<file path="src/common/serial_line_pkg.sv">
// constants, register layout and carrier types of the serial line format block
// assumes a 16-bit byte address, 32-bit data words and one 250 MHz clock
package serial_line_pkg;
  // register map, byte addresses
  localparam logic [15:0] LFC_CH0_ADDR = 16'hF300;
  localparam logic [15:0] LFC_CH1_ADDR = 16'hF400;
  localparam logic [15:0] TX_DATA_OFS = 16'h0080;
  localparam logic [15:0] RX_DATA_OFS = 16'h0084;
  localparam logic [15:0] STATUS_OFS = 16'h0088;
  // line format control field positions
  localparam int RWAKE_BIT = 15;
  localparam int TWAKE_BIT = 14;
  localparam int OD_BIT = 13;
  localparam int CLK_SRC_LSB = 5;
  localparam int EVEN_BIT = 4;
  localparam int PEN_BIT = 3;
  localparam int STOP2_BIT = 2;
  localparam int MODE_LSB = 0;
  localparam int MODE_MULTI_BIT = 1;
  localparam int MODE_SEVEN_BIT = 0;
  // status register bit positions
  localparam int ST_TX_BUSY = 0;
  localparam int ST_TX_SPACE = 1;
  localparam int ST_TX_PENDING = 2;
  localparam int ST_RX_BUSY = 3;
  // transfer clock source codes
  localparam logic [1:0] SRC_INTERNAL = 2'h0;
  localparam logic [1:0] SRC_INT_DIV = 2'h1;
  localparam logic [1:0] SRC_EXTERNAL = 2'h2;
  localparam logic [1:0] SRC_EXT_DIV = 2'h3;
  localparam int SRC_EXT_BIT = 1;
  localparam int SRC_DIV_BIT = 0;
  // oversampling and bit counts
  localparam logic [3:0] OS_LAST = 4'hF;
  localparam logic [3:0] OS_MID = 4'h7;
  localparam logic [2:0] LAST_BIT_8 = 3'h7;
  localparam logic [2:0] LAST_BIT_7 = 3'h6;
  localparam logic [2:0] STOP_SECOND = 3'h1;

  typedef struct packed {
    logic rwake;
    logic twake;
    logic od;
    logic [1:0] clk_src;
    logic even;
    logic pen;
    logic stop2;
    logic [1:0] mode;
  } lcr_type;

  localparam lcr_type LCR_RESET = '{twake: 1'b1, default: '0};

  typedef struct packed {
    logic valid;
    logic overrun;
    logic frame_err;
    logic parity_err;
    logic wake;
    logic [7:0] data;
  } rx_word_type;

  // index of the last data bit for a frame mode
  function automatic logic [2:0] last_bit(input logic [1:0] mode);
    return mode[MODE_SEVEN_BIT] ? LAST_BIT_7 : LAST_BIT_8;
  endfunction : last_bit

  // parity bit that makes the frame odd or even
  function automatic logic parity_bit(input logic [7:0] d,
                                      input logic seven, input logic even);
    logic [7:0] m;
    m = seven ? {1'b0, d[6:0]} : d;
    return (^m) ^ ~even;
  endfunction : parity_bit

  // register word to control fields
  function automatic lcr_type lcr_decode(input logic [31:0] w);
    lcr_type l;
    l.rwake = w[RWAKE_BIT];
    l.twake = w[TWAKE_BIT];
    l.od = w[OD_BIT];
    l.clk_src = w[CLK_SRC_LSB +: 2];
    l.even = w[EVEN_BIT];
    l.pen = w[PEN_BIT];
    l.stop2 = w[STOP2_BIT];
    l.mode = w[MODE_LSB +: 2];
    return l;
  endfunction : lcr_decode

  // control fields to register word, reserved bits zero
  function automatic logic [31:0] lcr_word(input lcr_type l);
    logic [31:0] w;
    w = '0;
    w[RWAKE_BIT] = l.rwake;
    w[TWAKE_BIT] = l.twake;
    w[OD_BIT] = l.od;
    w[CLK_SRC_LSB +: 2] = l.clk_src;
    w[EVEN_BIT] = l.even;
    w[PEN_BIT] = l.pen;
    w[STOP2_BIT] = l.stop2;
    w[MODE_LSB +: 2] = l.mode;
    return w;
  endfunction : lcr_word
endpackage : serial_line_pkg

</file>
<file path="src/logic/transfer_tick_gen.sv">
// transfer clock enable: internal or external source, optionally divided
// assumes ext_clk_i is already synchronous to core_clk_i
`timescale 1ns/100ps
`default_nettype none
module transfer_tick_gen #(
  parameter int DIV = 2
) (
  input wire logic core_clk_i,
  input wire logic resetn_i,
  input wire logic [1:0] clk_src_i,
  input wire logic ext_clk_i,
  output logic tick_o
);
  localparam logic [15:0] DIV_LAST = 16'(DIV - 1);

  typedef struct packed {
    logic ext_prev;
    logic [15:0] div_cnt;
    logic tick;
  } state_type;

  state_type s;
  state_type next_s;
  logic src_edge;
  logic div_hit;

  // pick the source edge, then divide when asked
  always_comb begin
    next_s = s;
    next_s.ext_prev = ext_clk_i;
    src_edge = clk_src_i[serial_line_pkg::SRC_EXT_BIT] ?
               (ext_clk_i && !s.ext_prev) : 1'b1;
    div_hit = src_edge && (s.div_cnt == DIV_LAST);
    if (src_edge) begin
      next_s.div_cnt = div_hit ? '0 : s.div_cnt + 16'h0001;
    end
    next_s.tick = clk_src_i[serial_line_pkg::SRC_DIV_BIT] ? div_hit : src_edge;
  end

  // state register
  always_ff @(posedge core_clk_i) begin
    if (!resetn_i) begin
      s <= '0;
    end else begin
      s <= next_s;
    end
  end

  assign tick_o = s.tick;
endmodule : transfer_tick_gen
`default_nettype wire

</file>
<file path="src/logic/byte_fifo.sv">
// first-in first-out buffer with valid and ready on both sides
// assumes DEPTH of at least two
`timescale 1ns/100ps
`default_nettype none
module byte_fifo #(
  parameter int WIDTH = 8,
  parameter int DEPTH = 8
) (
  input wire logic core_clk_i,
  input wire logic resetn_i,
  input wire logic in_valid_i,
  output logic in_ready_o,
  input wire logic [WIDTH-1:0] in_data_i,
  output logic out_valid_o,
  input wire logic out_ready_i,
  output logic [WIDTH-1:0] out_data_o
);
  localparam int AW = $clog2(DEPTH);
  localparam logic [AW-1:0] PTR_LAST = AW'(DEPTH - 1);
  localparam logic [AW:0] COUNT_FULL = (AW + 1)'(DEPTH);

  typedef struct packed {
    logic [DEPTH-1:0][WIDTH-1:0] mem;
    logic [AW-1:0] wr_ptr;
    logic [AW-1:0] rd_ptr;
    logic [AW:0] count;
  } state_type;

  state_type s;
  state_type next_s;
  logic push;
  logic pop;

  // push at the tail, pop at the head, count tracks both
  always_comb begin
    next_s = s;
    push = in_valid_i && in_ready_o;
    pop = out_valid_o && out_ready_i;
    if (push) begin
      next_s.mem[s.wr_ptr] = in_data_i;
      next_s.wr_ptr = (s.wr_ptr == PTR_LAST) ? '0 : s.wr_ptr + 1'b1;
    end
    if (pop) begin
      next_s.rd_ptr = (s.rd_ptr == PTR_LAST) ? '0 : s.rd_ptr + 1'b1;
    end
    if (push && !pop) begin
      next_s.count = s.count + 1'b1;
    end else if (pop && !push) begin
      next_s.count = s.count - 1'b1;
    end
  end

  // state register
  always_ff @(posedge core_clk_i) begin
    if (!resetn_i) begin
      s <= '0;
    end else begin
      s <= next_s;
    end
  end

  assign in_ready_o = s.count != COUNT_FULL;
  assign out_valid_o = s.count != '0;
  assign out_data_o = s.mem[s.rd_ptr];
endmodule : byte_fifo
`default_nettype wire

</file>
<file path="src/logic/serial_line_format_control.sv">
// serial channel with programmable line format, wake-bit framing and
// a transmit buffer; registers on a plain strobe port
// assumes rxd_i and ext_clk_i are synchronous to core_clk_i
`timescale 1ns/100ps
`default_nettype none
// Functional notes
// in multi-controller mode a set receive wake select keeps only address frames and a clear one keeps only data frames.
// in multi-controller mode the transmitter sends the transmit wake value as the frame wake flag.
// the tx open drain enable makes the transmit pin push-pull when clear and open-drain when set.
// a slave on a shared multi-controller line sets its transmit pin to open drain.
// the transfer clock source picks bus clock, divided bus clock, external clock or divided external clock.
// every line bit lasts sixteen transfer clock ticks.
// the even parity select picks odd parity when clear and even when set, both ways.
// the parity check enable turns receive parity checking on or off.
// software keeps parity checking off in the multi-controller modes.
// the stop length select sends one stop bit when clear and two when set.
// the frame format mode picks eight or seven data bits, each plain or multi-controller.
// outside multi-controller mode the two wake controls change nothing.
// a received wake flag of one marks an address frame, zero a data frame.
// an unselected slave with receive wake select still set drops data frames.
// the wake flag sits right after the last data bit and before the stops.
module serial_line_format_control #(
  parameter logic [15:0] LFC_ADDR = serial_line_pkg::LFC_CH0_ADDR,
  parameter int BAUD_DIV = 2,
  parameter int FIFO_DEPTH = 8
) (
  input wire logic core_clk_i,
  input wire logic resetn_i,
  input wire logic [15:0] bus_addr_i,
  input wire logic [31:0] bus_wdata_i,
  input wire logic bus_wr_i,
  input wire logic bus_rd_i,
  output logic [31:0] bus_rdata_o,
  input wire logic ext_clk_i,
  input wire logic rxd_i,
  output logic txd_out_o,
  output logic txd_oe_n_o,
  output logic tx_ready_o
);
  localparam logic [15:0] TX_ADDR =
    16'(LFC_ADDR + serial_line_pkg::TX_DATA_OFS);
  localparam logic [15:0] RX_ADDR =
    16'(LFC_ADDR + serial_line_pkg::RX_DATA_OFS);
  localparam logic [15:0] ST_ADDR =
    16'(LFC_ADDR + serial_line_pkg::STATUS_OFS);

  typedef enum logic [2:0] {
    TX_IDLE, TX_START, TX_DATA, TX_EXTRA, TX_STOP
  } tx_state_type;

  typedef enum logic [2:0] {
    RX_IDLE, RX_START, RX_DATA, RX_EXTRA, RX_STOP
  } rx_state_type;

  typedef struct packed {
    serial_line_pkg::lcr_type lcr;
    logic [31:0] rdata;
    tx_state_type tx_state;
    logic [3:0] tx_os;
    logic [2:0] tx_idx;
    logic [2:0] tx_last;
    logic [7:0] tx_shift;
    logic tx_has_extra;
    logic tx_extra;
    logic tx_stop2;
    logic txd_out;
    logic txd_oe_n;
    rx_state_type rx_state;
    logic [3:0] rx_os;
    logic [2:0] rx_idx;
    logic [2:0] rx_last;
    logic [7:0] rx_shift;
    logic rx_has_extra;
    logic rx_multi;
    logic rx_rwake;
    logic rx_even;
    logic rx_pen;
    logic rx_seven;
    logic rx_extra;
    serial_line_pkg::rx_word_type rx_word;
  } state_type;

  state_type s;
  state_type next_s;
  logic tick;
  logic fifo_valid;
  logic [7:0] fifo_data;
  logic fifo_pop;
  logic tx_push;
  logic rx_read;
  logic tx_bit_end;
  logic rx_bit_end;
  logic tx_bit;
  logic tx_multi;
  logic rx_done;
  logic rx_store;
  logic rx_par_err;
  logic [7:0] rx_data_now;
  logic [31:0] status_word;

  // transfer clock enable from the selected source
  transfer_tick_gen #(
    .DIV(BAUD_DIV)
  ) u_tick (
    .core_clk_i(core_clk_i),
    .resetn_i(resetn_i),
    .clk_src_i(s.lcr.clk_src),
    .ext_clk_i(ext_clk_i),
    .tick_o(tick)
  );

  // transmit buffer between the data register and the shifter
  byte_fifo #(
    .WIDTH(8),
    .DEPTH(FIFO_DEPTH)
  ) u_tx_fifo (
    .core_clk_i(core_clk_i),
    .resetn_i(resetn_i),
    .in_valid_i(tx_push),
    .in_ready_o(tx_ready_o),
    .in_data_i(bus_wdata_i[7:0]),
    .out_valid_o(fifo_valid),
    .out_ready_i(fifo_pop),
    .out_data_o(fifo_data)
  );

  // next state of registers, transmitter and receiver
  always_comb begin
    next_s = s;
    tx_push = bus_wr_i && (bus_addr_i == TX_ADDR);
    rx_read = bus_rd_i && (bus_addr_i == RX_ADDR);
    tx_multi = s.lcr.mode[serial_line_pkg::MODE_MULTI_BIT];

    // register writes
    if (bus_wr_i && (bus_addr_i == LFC_ADDR)) begin
      next_s.lcr = serial_line_pkg::lcr_decode(bus_wdata_i);
    end

    // read data stands for one cycle only, zero elsewhere
    status_word = '0;
    status_word[serial_line_pkg::ST_TX_BUSY] = s.tx_state != TX_IDLE;
    status_word[serial_line_pkg::ST_TX_SPACE] = tx_ready_o;
    status_word[serial_line_pkg::ST_TX_PENDING] = fifo_valid;
    status_word[serial_line_pkg::ST_RX_BUSY] = s.rx_state != RX_IDLE;
    next_s.rdata = '0;
    if (bus_rd_i) begin
      if (bus_addr_i == LFC_ADDR) begin
        next_s.rdata = serial_line_pkg::lcr_word(s.lcr);
      end else if (bus_addr_i == RX_ADDR) begin
        next_s.rdata = 32'(s.rx_word);
      end else if (bus_addr_i == ST_ADDR) begin
        next_s.rdata = status_word;
      end
    end

    // transmitter: sixteen ticks per bit
    fifo_pop = 1'b0;
    if (s.tx_state != TX_IDLE && tick) begin
      next_s.tx_os = s.tx_os + 4'h1;
    end
    tx_bit_end = tick && (s.tx_os == serial_line_pkg::OS_LAST);
    case (s.tx_state)
      TX_IDLE: begin
        if (tick && fifo_valid) begin
          fifo_pop = 1'b1;
          next_s.tx_state = TX_START;
          next_s.tx_shift = fifo_data;
          next_s.tx_idx = '0;
          next_s.tx_last = serial_line_pkg::last_bit(s.lcr.mode);
          next_s.tx_stop2 = s.lcr.stop2;
          // wake flag replaces parity; wake value ignored otherwise
          next_s.tx_has_extra = tx_multi || s.lcr.pen;
          next_s.tx_extra = tx_multi ? s.lcr.twake :
            serial_line_pkg::parity_bit(fifo_data,
              s.lcr.mode[serial_line_pkg::MODE_SEVEN_BIT],
              s.lcr.even);
        end
      end
      TX_START: begin
        if (tx_bit_end) begin
          next_s.tx_state = TX_DATA;
        end
      end
      TX_DATA: begin
        if (tx_bit_end) begin
          next_s.tx_shift = s.tx_shift >> 1;
          next_s.tx_idx = s.tx_idx + 3'h1;
          if (s.tx_idx == s.tx_last) begin
            next_s.tx_idx = '0;
            next_s.tx_state = s.tx_has_extra ? TX_EXTRA : TX_STOP;
          end
        end
      end
      TX_EXTRA: begin
        if (tx_bit_end) begin
          next_s.tx_state = TX_STOP;
        end
      end
      TX_STOP: begin
        if (tx_bit_end) begin
          next_s.tx_idx = s.tx_idx + 3'h1;
          if (!s.tx_stop2 || (s.tx_idx == serial_line_pkg::STOP_SECOND)) begin
            next_s.tx_state = TX_IDLE;
          end
        end
      end
      default: next_s.tx_state = TX_IDLE;
    endcase

    // line level of the next bit, then the pin drive type
    tx_bit = 1'b1;
    if (next_s.tx_state == TX_START) begin
      tx_bit = 1'b0;
    end else if (next_s.tx_state == TX_DATA) begin
      tx_bit = next_s.tx_shift[0];
    end else if (next_s.tx_state == TX_EXTRA) begin
      tx_bit = next_s.tx_extra;
    end
    next_s.txd_out = s.lcr.od ? 1'b0 : tx_bit;
    next_s.txd_oe_n = s.lcr.od ? tx_bit : 1'b0;

    // receiver: start found low, sampled at mid start, then every 16
    rx_done = 1'b0;
    if (s.rx_state != RX_IDLE && tick) begin
      next_s.rx_os = s.rx_os + 4'h1;
    end
    rx_bit_end = tick && (s.rx_os == serial_line_pkg::OS_LAST);
    case (s.rx_state)
      RX_IDLE: begin
        if (tick && !rxd_i) begin
          next_s.rx_state = RX_START;
          next_s.rx_idx = '0;
          next_s.rx_last = serial_line_pkg::last_bit(s.lcr.mode);
          next_s.rx_seven = s.lcr.mode[serial_line_pkg::MODE_SEVEN_BIT];
          next_s.rx_multi = tx_multi;
          next_s.rx_has_extra = tx_multi || s.lcr.pen;
          next_s.rx_rwake = s.lcr.rwake;
          next_s.rx_even = s.lcr.even;
          next_s.rx_pen = s.lcr.pen;
        end
      end
      RX_START: begin
        if (tick && (s.rx_os == serial_line_pkg::OS_MID)) begin
          next_s.rx_os = '0;
          next_s.rx_state = rxd_i ? RX_IDLE : RX_DATA; // glitch rejected
        end
      end
      RX_DATA: begin
        if (rx_bit_end) begin
          next_s.rx_shift = {rxd_i, s.rx_shift[7:1]};
          next_s.rx_idx = s.rx_idx + 3'h1;
          if (s.rx_idx == s.rx_last) begin
            next_s.rx_state = s.rx_has_extra ? RX_EXTRA : RX_STOP;
          end
        end
      end
      RX_EXTRA: begin
        if (rx_bit_end) begin
          next_s.rx_extra = rxd_i;
          next_s.rx_state = RX_STOP;
        end
      end
      RX_STOP: begin
        if (rx_bit_end) begin
          rx_done = 1'b1;
          next_s.rx_state = RX_IDLE;
        end
      end
      default: next_s.rx_state = RX_IDLE;
    endcase

    // frame check and wake filter
    rx_data_now = s.rx_seven ? {1'b0, s.rx_shift[7:1]} : s.rx_shift;
    rx_par_err = s.rx_pen && !s.rx_multi && (s.rx_extra !=
      serial_line_pkg::parity_bit(rx_data_now, s.rx_seven, s.rx_even));
    rx_store = rx_done &&
      (!s.rx_multi || (s.rx_extra == s.rx_rwake));

    // reading the receive word empties it; a new frame wins
    if (rx_read) begin
      next_s.rx_word.valid = 1'b0;
      next_s.rx_word.overrun = 1'b0;
    end
    if (rx_store) begin
      next_s.rx_word.valid = 1'b1;
      next_s.rx_word.overrun = s.rx_word.valid && !rx_read;
      next_s.rx_word.frame_err = !rxd_i;
      next_s.rx_word.parity_err = rx_par_err;
      next_s.rx_word.wake = s.rx_multi && s.rx_extra;
      next_s.rx_word.data = rx_data_now;
    end
  end

  // state register
  always_ff @(posedge core_clk_i) begin
    if (!resetn_i) begin
      s <= '0;
      s.lcr <= serial_line_pkg::LCR_RESET;
      s.txd_out <= 1'b1;
    end else begin
      s <= next_s;
    end
  end

  assign bus_rdata_o = s.rdata;
  assign txd_out_o = s.txd_out;
  assign txd_oe_n_o = s.txd_oe_n;
endmodule : serial_line_format_control
`default_nettype wire

</file>
<file path="config.mk">
export PLATFORM = sky130hd
export DESIGN_NAME = serial_line_format_control
export DESIGN_NICKNAME = d
export VERILOG_FILES = /design/src/common/serial_line_pkg.sv /design/src/logic/transfer_tick_gen.sv /design/src/logic/byte_fifo.sv /design/src/logic/serial_line_format_control.sv
export SDC_FILE = /design/constraint.sdc
export NUM_CORES = 1
export LEC_CHECK = 0
export BUFFER_PORTS_ARGS = -buffer_cell sky130_fd_sc_hd__buf_2
export CAP_MARGIN = 40
export CORE_AREA = 10 10 137 139
export DETAILED_ROUTE_END_ITERATION = 10
export DIE_AREA = 0 0 147 149
export MAX_ROUTING_LAYER = met4
export PLACE_DENSITY = 0.72
export SYNTH_ARGS = -nofsm -noshare
export SYNTH_HDL_FRONTEND = slang
export SYNTH_SLANG_ARGS = --single-unit
</file>
<file path="constraint.sdc">
create_clock -name core_clk_i -period 2.9 [get_ports core_clk_i]
set_input_delay 0.29 -clock core_clk_i [delete_from_list [all_inputs] [get_ports core_clk_i]]
set_output_delay 0.29 -clock core_clk_i [all_outputs]
set_load 0.005 [all_outputs]
</file>
==> results.sh, run 1 <==
export IMPL_min_period_over_period_pct=90.3
export IMPL_drive_gt1_share_pct=15.5
export IMPL_grt_pass1_wl_mm=29.3
export IMPL_worst_path_buf_inv=1
export IMPL_cellPowerDensity_nw_per_um2=617
export IMPL_irDropWorstVdd_mv=0.639
export IMPL_start_util_pct=51.5
export IMPL_finalWirelength_mm=17.7
export IMPL_cts_clk_slew_worst_paths_ns=0.07
export IMPL_std_cell_rows=47
export IMPL_yosysTopAreaCellShare_pct=44.0
export IMPL_drt_iter0_drc=387
export IMPL_cp_start_kind="flop"
export IMPL_leakagePower_nw=3.85
export IMPL_status="completed"
export IMPL_max_slew_worst_pin_slew_ns=0.769
export IMPL_design_area_um2=9400
export IMPL_grtUsageTotal_pct=16.9
export IMPL_wl_met1_mm=7.79
export IMPL_cts_setup_buffers=0
export IMPL_ys_seq_elements=183
export IMPL_drc=0
export IMPL_arrival_ns=2.98
export IMPL_synth_common_cells="dfxtp_1 (183), nor2_1 (174), mux2i_1 (107)"
export IMPL_crit_chain="or4_1 > nand3_1 > ha_1 > inv_1 > ha_1 > a21o_1 > a21oi_1 > xnor2_1 > or3_1 > a21oi_1"
export IMPL_viasPerCell=5.33
export IMPL_setup_violations_final=0
export IMPL_endpoint_kind="flop"
export IMPL_num_io_pins=89
export IMPL_wl_per_cell_um=15.7
export IMPL_final_instance_count_excl_fill=1127
export IMPL_final_net_count=963
export IMPL_crit_slowest_cell="or4_1"
export IMPL_root_buffer="clkbuf_16"
export IMPL_die_height_um=149
export IMPL_maxUsedRoutingLayer="met4"
export IMPL_antenna_cells=0
export IMPL_yosys_warnings=0
export IMPL_antenna_found_initial=0
export IMPL_hold_viol=0
export IMPL_gr_total_overflow=0
export IMPL_ys_types=69
export IMPL_cts_tree="done"
export IMPL_synth_ff_type="dfxtp_1"
export IMPL_dieArea_um2=21900
export IMPL_first_pass_iters=5
export IMPL_htreeDepth=4
export IMPL_ys_seq_area_share_pct=44.0
export IMPL_synth_edf_count=0
export IMPL_cp_max_fo=5
export IMPL_clock_path_buffers=2
export IMPL_wl_met2_mm=8.88
export IMPL_final_setup_worst_slack_ns=0.280
export IMPL_syn_area_per_cell_um2=9.65
export IMPL_path_delay_family="simple AND/OR/NAND/NOR gates"
export IMPL_skew_ns=0.00483
export IMPL_yosysMostFrequentCell="dfxtp_1"
export IMPL_synth_cells=863
export IMPL_place_gp_congestion=0.851
export IMPL_cts_sinks=183
export IMPL_timing_final_max_slew_violations=0
export IMPL_path_class="flop to flop"
export IMPL_dp_cells=1095
export IMPL_io_buffers=51
export IMPL_cts_buffers_inserted=17
export IMPL_place_hpwl_mm=12.1
export IMPL_via_count=6008
export IMPL_rsz0062_at_grt="false"
export IMPL_die_x_um=147
export IMPL_total_power_mw=5.80
export IMPL_wl_met3_um=757
export IMPL_setup_tns_final_ns=0
export IMPL_relSlewSlack_pct=48.0
export IMPL_dp_slack_ns=0.0600
export IMPL_period_needed_ns=2.62
export IMPL_grt_max_degree=57
export IMPL_clkLatencyLatePin_ns=0.43
export IMPL_timing_fmax_mhz=382
export IMPL_placed_area_um2=8730
export IMPL_cts_resized=0
export IMPL_ant_nets=0
export IMPL_critical_path_max_stage_delay_ns=0.57
export IMPL_required_ns=3.26
export IMPL_hold_class="input pin to flop"
export IMPL_grt_pass1_vias=5819
export IMPL_postCtsHoldBufs=0
export IMPL_synth_area_leader_cell="dfxtp_1"
export IMPL_utilization_pct=58.1
export IMPL_area_growth_pct=12.8
export IMPL_synth_area_leaders="dfxtp_1 (44%), mux2i_1 (13%), nor2_1 (7.8%), mux4_2 (4.3%), buf_4 (3.1%)"
export IMPL_core_area_um2=16200
export IMPL_async_flop_share_pct=0
export IMPL_hold_slack_ns=0.0869
export IMPL_drv_cap=0
export IMPL_netlist_area_um2=8330
==> power breakdown <==
| part | internal (mW) | switching (mW) | leakage, nW |
|---|---|---|---|
| logic | 0.235 | 0.329 | 2.06 |
| clock network | 1.63 | 0.960 | 0.319 |
| registers | 2.57 | 0.0666 | 1.48 |
| total | 4.44 | 1.36 | 3.85 |
==> placed cells by master, fill, tap and decap left out, drive strengths merged, types with 3 or more instances in the layout <==
cell	Yosys	routed
dfxtp	183	183
nor2	174	174
mux2i	107	107
buf	43	79
a21oi	30	30
nand2	29	29
xnor2	24	24
xor2	21	21
clkbuf	39	19
mux4	16	16
conb	1	16
nor3	15	15
inv	15	15
nand3	15	15
ha	14	14
and2	12	12
a211oi	12	12
nand4	11	11
o21ai	11	11
nand2b	10	10
a221oi	7	7
or3	6	6
bufinv	0	6
nor4	6	6
and3	5	5
clkinv	1	5
nand4b	4	4
nor2b	4	4
a22o	4	4
a221o	3	3
clkinvlp	0	3
nor4b	3	3
a2111oi	3	3
==> kinds of logic (layout without fill, tap and decap cells) <==
group,after synthesis,in the layout,share of synthesized area (%)
AO/OA/AOI/OAI,90,90,7.43
XOR/XNOR,46,46,5.00
adder cells (fa/ha/maj),15,15,2.34
buffers and inverters,98,127,6.04
flip-flops,183,183,44.0
multiplexers,124,124,17.3
other,1,16,0.0450
AND/OR/NAND/NOR,306,306,17.9
==> path summary, 6_finish.rpt <==
| check | cells past startpoint | startpoint | end | slack [ns] |
|---|---|---|---|---|
| hold reg to reg | 1 | s[7] | bus_rdata_o[7] | 0.46 |
| setup / recovery | 10 | u_tx_fifo.s[0] | u_tx_fifo.s[3] | 0.28 |
| setup reg to reg | 10 | u_tx_fifo.s[0] | u_tx_fifo.s[3] | 0.28 |
| hold / removal | 3 | bus_wdata_i[14] | s[107] | 0.09 |
==> layout make-up <==
cell class	count	area, um2
Fill cell	1401	6780
Multi-Input combinational cell	597	4250
Sequential cell	183	3660
Timing Repair Buffer	79	478
Clock buffer	19	443
Tap cell	220	275
Clock inverter	13	226
Inverter	16	62.6
==> registers in the layout, indices dropped and copies added, names as in the netlist <==
register / flops
txd_out_o: 1
txd_oe_n_o: 1
u_tick.s: 17
s: 73
u_tick.tick_o: 1
bus_rdata_o: 16
u_tx_fifo.s: 74
==> worst min-delay path: stages <==
cell	delay [ns]
buf_2	0.09
mux2i_1	0.06
nand2_1	0.06
==> routing by layer <==
layer	up-vias	track usage (%)
met5	-	-
met4	0	5.85
met3	23	3.37
met2	120	28.5
met1	2848	19.8
li1	3017	-
No activity file was read; power rests on OpenSTA's default activity.
==> run 2: changes to the inputs <==
==> constraint.sdc (replaced) <==
create_clock -name core_clk_i -period 2.9 [get_ports core_clk_i]
set_input_delay 0.435 -clock core_clk_i [delete_from_list [all_inputs] [get_ports core_clk_i]]
set_output_delay 0.435 -clock core_clk_i [all_outputs]
set_load 0.005 [all_outputs]
==> run 2 against run 1 <==
  * Sequential share of layout area grew 0.50 points
  * Clock skew rose by 0.0029 ns
  * Critical path type unchanged
  * Wire length fell by 2.6%
==> results.sh, run 2 (same netlist as run 1, synthesis figures left out) <==
export IMPL_gr_total_overflow=0
export IMPL_wl_per_cell_um=15.3
export IMPL_irDropWorstVdd_mv=0.491
export IMPL_leakagePower_nw=3.81
export IMPL_final_net_count=963
export IMPL_dieArea_um2=21900
export IMPL_die_height_um=149
export IMPL_area_growth_pct=11.3
export IMPL_setup_tns_final_ns=0
export IMPL_cts_clk_slew_worst_paths_ns=0.06
export IMPL_path_class="flop to flop"
export IMPL_place_gp_congestion=0.857
export IMPL_rsz0062_at_grt="false"
export IMPL_hold_class="input pin to flop"
export IMPL_final_common_cell="dfxtp_1"
export IMPL_rrSetupSlack_ns=0.24
export IMPL_postCtsHoldBufs=0
export IMPL_cp_start_kind="flop"
export IMPL_setup_violations_final=0
export IMPL_drc=0
export IMPL_arrival_ns=3.03
export IMPL_timing_fmax_mhz=376
export IMPL_num_io_pins=89
export IMPL_cts_resized=0
export IMPL_std_cell_rows=47
export IMPL_root_buffer="clkbuf_16"
export IMPL_max_slew_worst_pin_slew_ns=0.812
export IMPL_hold_viol=0
export IMPL_drive_gt1_share_pct=15.7
export IMPL_drt_iter0_drc=369
export IMPL_htreeDepth=4
export IMPL_first_pass_iters=4
export IMPL_status="completed"
export IMPL_cp_max_fo=5
export IMPL_grt_pass1_vias=5801
export IMPL_antenna_cells=0
export IMPL_skew_ns=0.00778
export IMPL_top_register="u_tx_fifo.s"
export IMPL_clock_path_buffers=2
export IMPL_relSlewSlack_pct=44.5
export IMPL_finalWirelength_mm=17.3
export IMPL_hold_slack_ns=0.236
export IMPL_grt_pass1_wl_mm=28.5
export IMPL_layout_cells_most_common_list="dfxtp_1 (183), nor2_1 (174), mux2i_1 (107), buf_2 (51), a21oi_1 (30)"
export IMPL_drv_cap=0
export IMPL_grt_max_degree=78
export IMPL_timing_final_max_slew_violations=0
export IMPL_endpoint_kind="flop"
export IMPL_antenna_found_initial=0
export IMPL_viasPerCell=5.26
export IMPL_start_util_pct=51.5
export IMPL_min_period_over_period_pct=91.8
export IMPL_cts_buffers_inserted=17
export IMPL_cts_setup_buffers=0
export IMPL_top_regs="u_tx_fifo.s (74), s (73), u_tick.s (17)"
export IMPL_required_ns=3.27
export IMPL_core_area_um2=16200
export IMPL_grtUsageTotal_pct=16.4
export IMPL_period_needed_ns=2.66
export IMPL_via_count=5927
export IMPL_largest_reg_flops=74
export IMPL_ant_nets=0
export IMPL_die_x_um=147
export IMPL_cellPowerDensity_nw_per_um2=571
export IMPL_cts_tree="done"
export IMPL_io_buffers=51
export IMPL_clkLatencyLatePin_ns=0.44
export IMPL_place_hpwl_mm=12.0
export IMPL_cts_sinks=183
==> run 2: cell type report <==
type | instances | area (um2)
Clock inverter | 12 | 80.1
Sequential cell | 183 | 3660
Clock buffer | 20 | 457
Tap cell | 220 | 275
Fill cell | 1410 | 6900
Timing Repair Buffer | 79 | 490
Inverter | 16 | 63.8
Multi-Input combinational cell | 597 | 4250
==> run 2: power breakdown <==
group	switching [mW]	internal, mW
combinational	0.318	0.238
clock	0.964	1.13
sequential	0.0742	2.57
==> run 2: routing by layer <==
layer	wire length, um	GRT usage, %
met2	8420	26.9
met4	320	6.39
met1	7650	18.8
met5	0	-
met3	878	4.52
==> run 2: stage by stage <==
stage	setup slack, ns	instances	total power, mW	util (%)	cell area (um2)
after floorplan	0.0722	878	3.10	-	8390
after global placement	0.0878	1095	3.25	54.0	8740
after detailed placement	-0.00469	1095	3.26	54.0	8740
after CTS	0.208	1127	5.35	57.4	9280
after global routing	0.0701	1127	5.52	57.4	9280
final	0.238	1127	5.30	57.4	9280
==> run 2: final timing paths <==
check / startpoint / end / cells past startpoint
worst max-delay path: u_tx_fifo.s[0] / u_tx_fifo.s[3] / 10
worst min-delay path: ext_clk_i / u_tick.s[17] / 2
worst max register to register: u_tx_fifo.s[0] / u_tx_fifo.s[3] / 10
worst min register to register: s[11] / bus_rdata_o[11] / 1
==> run 2: worst max-delay path, stage by stage (launching register included) <==
cell,delay [ns]
dfxtp_1,0.36
or4_1,0.60
nand3_1,0.18
ha_1,0.21
inv_1,0.09
ha_1,0.28
a21o_1,0.18
a21oi_1,0.17
xnor2_1,0.09
or3_1,0.30
a21oi_1,0.14
==> run 3: changes to the inputs <==
==> constraint.sdc (replaced) <==
create_clock -name core_clk_i -period 2.9 [get_ports core_clk_i]
set_input_delay 0.145 -clock core_clk_i [delete_from_list [all_inputs] [get_ports core_clk_i]]
set_output_delay 0.145 -clock core_clk_i [all_outputs]
set_load 0.005 [all_outputs]
==> run 3 against run 2 <==
  * First-iteration DRC count up 8.4%
  * Combinational power increased by 2%
  * Sequential power about the same
  * Hold slack worse by 0.17 ns
  * Largest power group unchanged
  * Wire length increased by 1.6%
  * Highest routed layer unchanged
==> results.sh, run 3 (same netlist as run 1, synthesis figures left out) <==
export IMPL_status="completed"
export IMPL_start_util_pct=51.5
export IMPL_place_hpwl_mm=12.0
export IMPL_ant_nets=0
export IMPL_die_height_um=149
export IMPL_total_power_mw=5.50
export IMPL_timing_final_max_slew_violations=0
export IMPL_grt_pass1_vias=5733
export IMPL_antenna_found_initial=0
export IMPL_place_gp_congestion=0.811
export IMPL_holdPathStages=3
export IMPL_setup_tns_final_ns=0
export IMPL_area_growth_pct=12.3
export IMPL_grt_pass1_wl_mm=29.0
export IMPL_final_setup_worst_slack_ns=0.275
export IMPL_dp_slack_ns=0.234
export IMPL_arrival_ns=2.99
export IMPL_cp_max_fo=5
export IMPL_io_buffers=51
export IMPL_die_x_um=147
export IMPL_cellPowerDensity_nw_per_um2=588
export IMPL_rsz0062_at_grt="false"
export IMPL_endpoint_kind="flop"
export IMPL_largest_reg_flops=74
export IMPL_gr_total_overflow=0
export IMPL_min_period_over_period_pct=90.5
export IMPL_finalWirelength_mm=17.6
export IMPL_via_count=5961
export IMPL_setup_violations_final=0
export IMPL_hold_class="input pin to flop"
export IMPL_drive_gt1_share_pct=14.9
export IMPL_skew_ns=0.00643
export IMPL_layout_cells_most_common_list="dfxtp_1 (183), nor2_1 (174), mux2i_1 (107), buf_2 (51), a21oi_1 (30)"
export IMPL_grtUsageTotal_pct=16.8
export IMPL_crit_chain="or4_1 > nand3_1 > ha_1 > inv_1 > ha_1 > a21o_1 > a21oi_1 > xnor2_1 > or3_1 > a21oi_1"
export IMPL_antenna_cells=0
export IMPL_period_needed_ns=2.63
export IMPL_clock_path_buffers=2
export IMPL_cts_sinks=183
export IMPL_drc=0
export IMPL_hold_slack_ns=0.0669
export IMPL_reg2reg_depth=10
export IMPL_rrSetupSlack_ns=0.27
export IMPL_core_area_um2=16200
export IMPL_final_net_count=967
export IMPL_cts_resized=0
export IMPL_first_pass_iters=6
export IMPL_clkLatencyLatePin_ns=0.43
export IMPL_cp_start_kind="flop"
export IMPL_relSlewSlack_pct=49.6
export IMPL_path_class="flop to flop"
export IMPL_cts_buffers_inserted=17
export IMPL_std_cell_rows=47
export IMPL_viasPerCell=5.28
export IMPL_leakagePower_nw=3.83
export IMPL_htreeDepth=4
export IMPL_final_common_cell="dfxtp_1"
export IMPL_max_slew_worst_pin_slew_ns=0.737
export IMPL_crit_slowest_cell="or4_1"
export IMPL_wl_per_cell_um=15.5
export IMPL_irDropWorstVdd_mv=0.486
export IMPL_num_io_pins=89
export IMPL_cts_clk_slew_worst_paths_ns=0.06
export IMPL_cts_tree="done"
export IMPL_top_regs="u_tx_fifo.s (74), s (73), u_tick.s (17)"
export IMPL_drv_cap=0
export IMPL_critical_path_max_stage_delay_ns=0.59
export IMPL_timing_fmax_mhz=381
export IMPL_hold_end="u_tx_fifo.s[49]"
export IMPL_r2r_end="u_tx_fifo.s[3]"
export IMPL_hp_start="bus_wdata_i[7]"
export IMPL_drt_iter0_drc=400
export IMPL_required_ns=3.27
export IMPL_dieArea_um2=21900
export IMPL_r2r_start="u_tx_fifo.s[0]"
export IMPL_root_buffer="clkbuf_16"
export IMPL_top_register="u_tx_fifo.s"
export IMPL_grt_max_degree=61
export IMPL_hold_viol=0
run 3: area by class of cell:
| class | count | area (um2) |
|---|---|---|
| Multi-Input combinational cell | 597 | 4250 |
| Inverter | 16 | 62.6 |
| Tap cell | 220 | 275 |
| Sequential cell | 183 | 3660 |
| Clock buffer | 25 | 495 |
| Timing Repair Buffer | 83 | 520 |
| Fill cell | 1418 | 6820 |
| Clock inverter | 6 | 91.3 |
run 3: worst max path at each step:
stage,start,end,cells past startpoint
final,u_tx_fifo.s[0],u_tx_fifo.s[3],10
after global routing,u_tx_fifo.s[0],u_tx_fifo.s[3],10
after CTS,u_tx_fifo.s[0],u_tx_fifo.s[3],10
after detailed placement,bus_addr_i[5],u_tx_fifo.s[3],13
after global placement,bus_addr_i[5],u_tx_fifo.s[3],13
after floorplan,u_tx_fifo.s[0],u_tx_fifo.s[3],11
run 3: power breakdown:
| group | switching (mW) | internal (mW) |
|---|---|---|
| Combinational | 0.327 | 0.239 |
| Sequential | 0.0690 | 2.57 |
| Clock | 0.937 | 1.36 |
| Total | 1.33 | 4.17 |
run 3: per-layer routing:
| metal | GRT usage [%] | vias up | wire length [um] |
|---|---|---|---|
| met5 | - | - | 0 |
| met4 | 5.25 | 0 | 174 |
| met3 | 4.28 | 14 | 860 |
| met2 | 28.0 | 101 | 8500 |
| met1 | 19.5 | 2825 | 8010 |
| li1 | - | 3021 | - |
run 3: what timing repair did:
action / 4_1_cts / 5_1_grt
hold endpoints to repair: 5 / 0
buffers inserted: 0 / 0
hold buffers: 5 / 0
run 3: worst max-delay path: cells and delay by family, from the launching register on:
family / cells / cell delay, ns
flops: 1 / 0.37
xor+xnor: 1 / 0.09
buf+inv: 1 / 0.09
simple gates: 3 / 1.06
fa+ha+maj: 2 / 0.48
compound gates: 3 / 0.49
run 3: per-stage QoR:
stage               cell area [um2]  std cells  util [%]
global route                   9360       1130      57.8
detailed placement             8720       1094      53.9
global placement               8720       1094      53.9
CTS                            9360       1130      57.8
floorplan                      8390        878         -
finish                         9360       1130      57.8
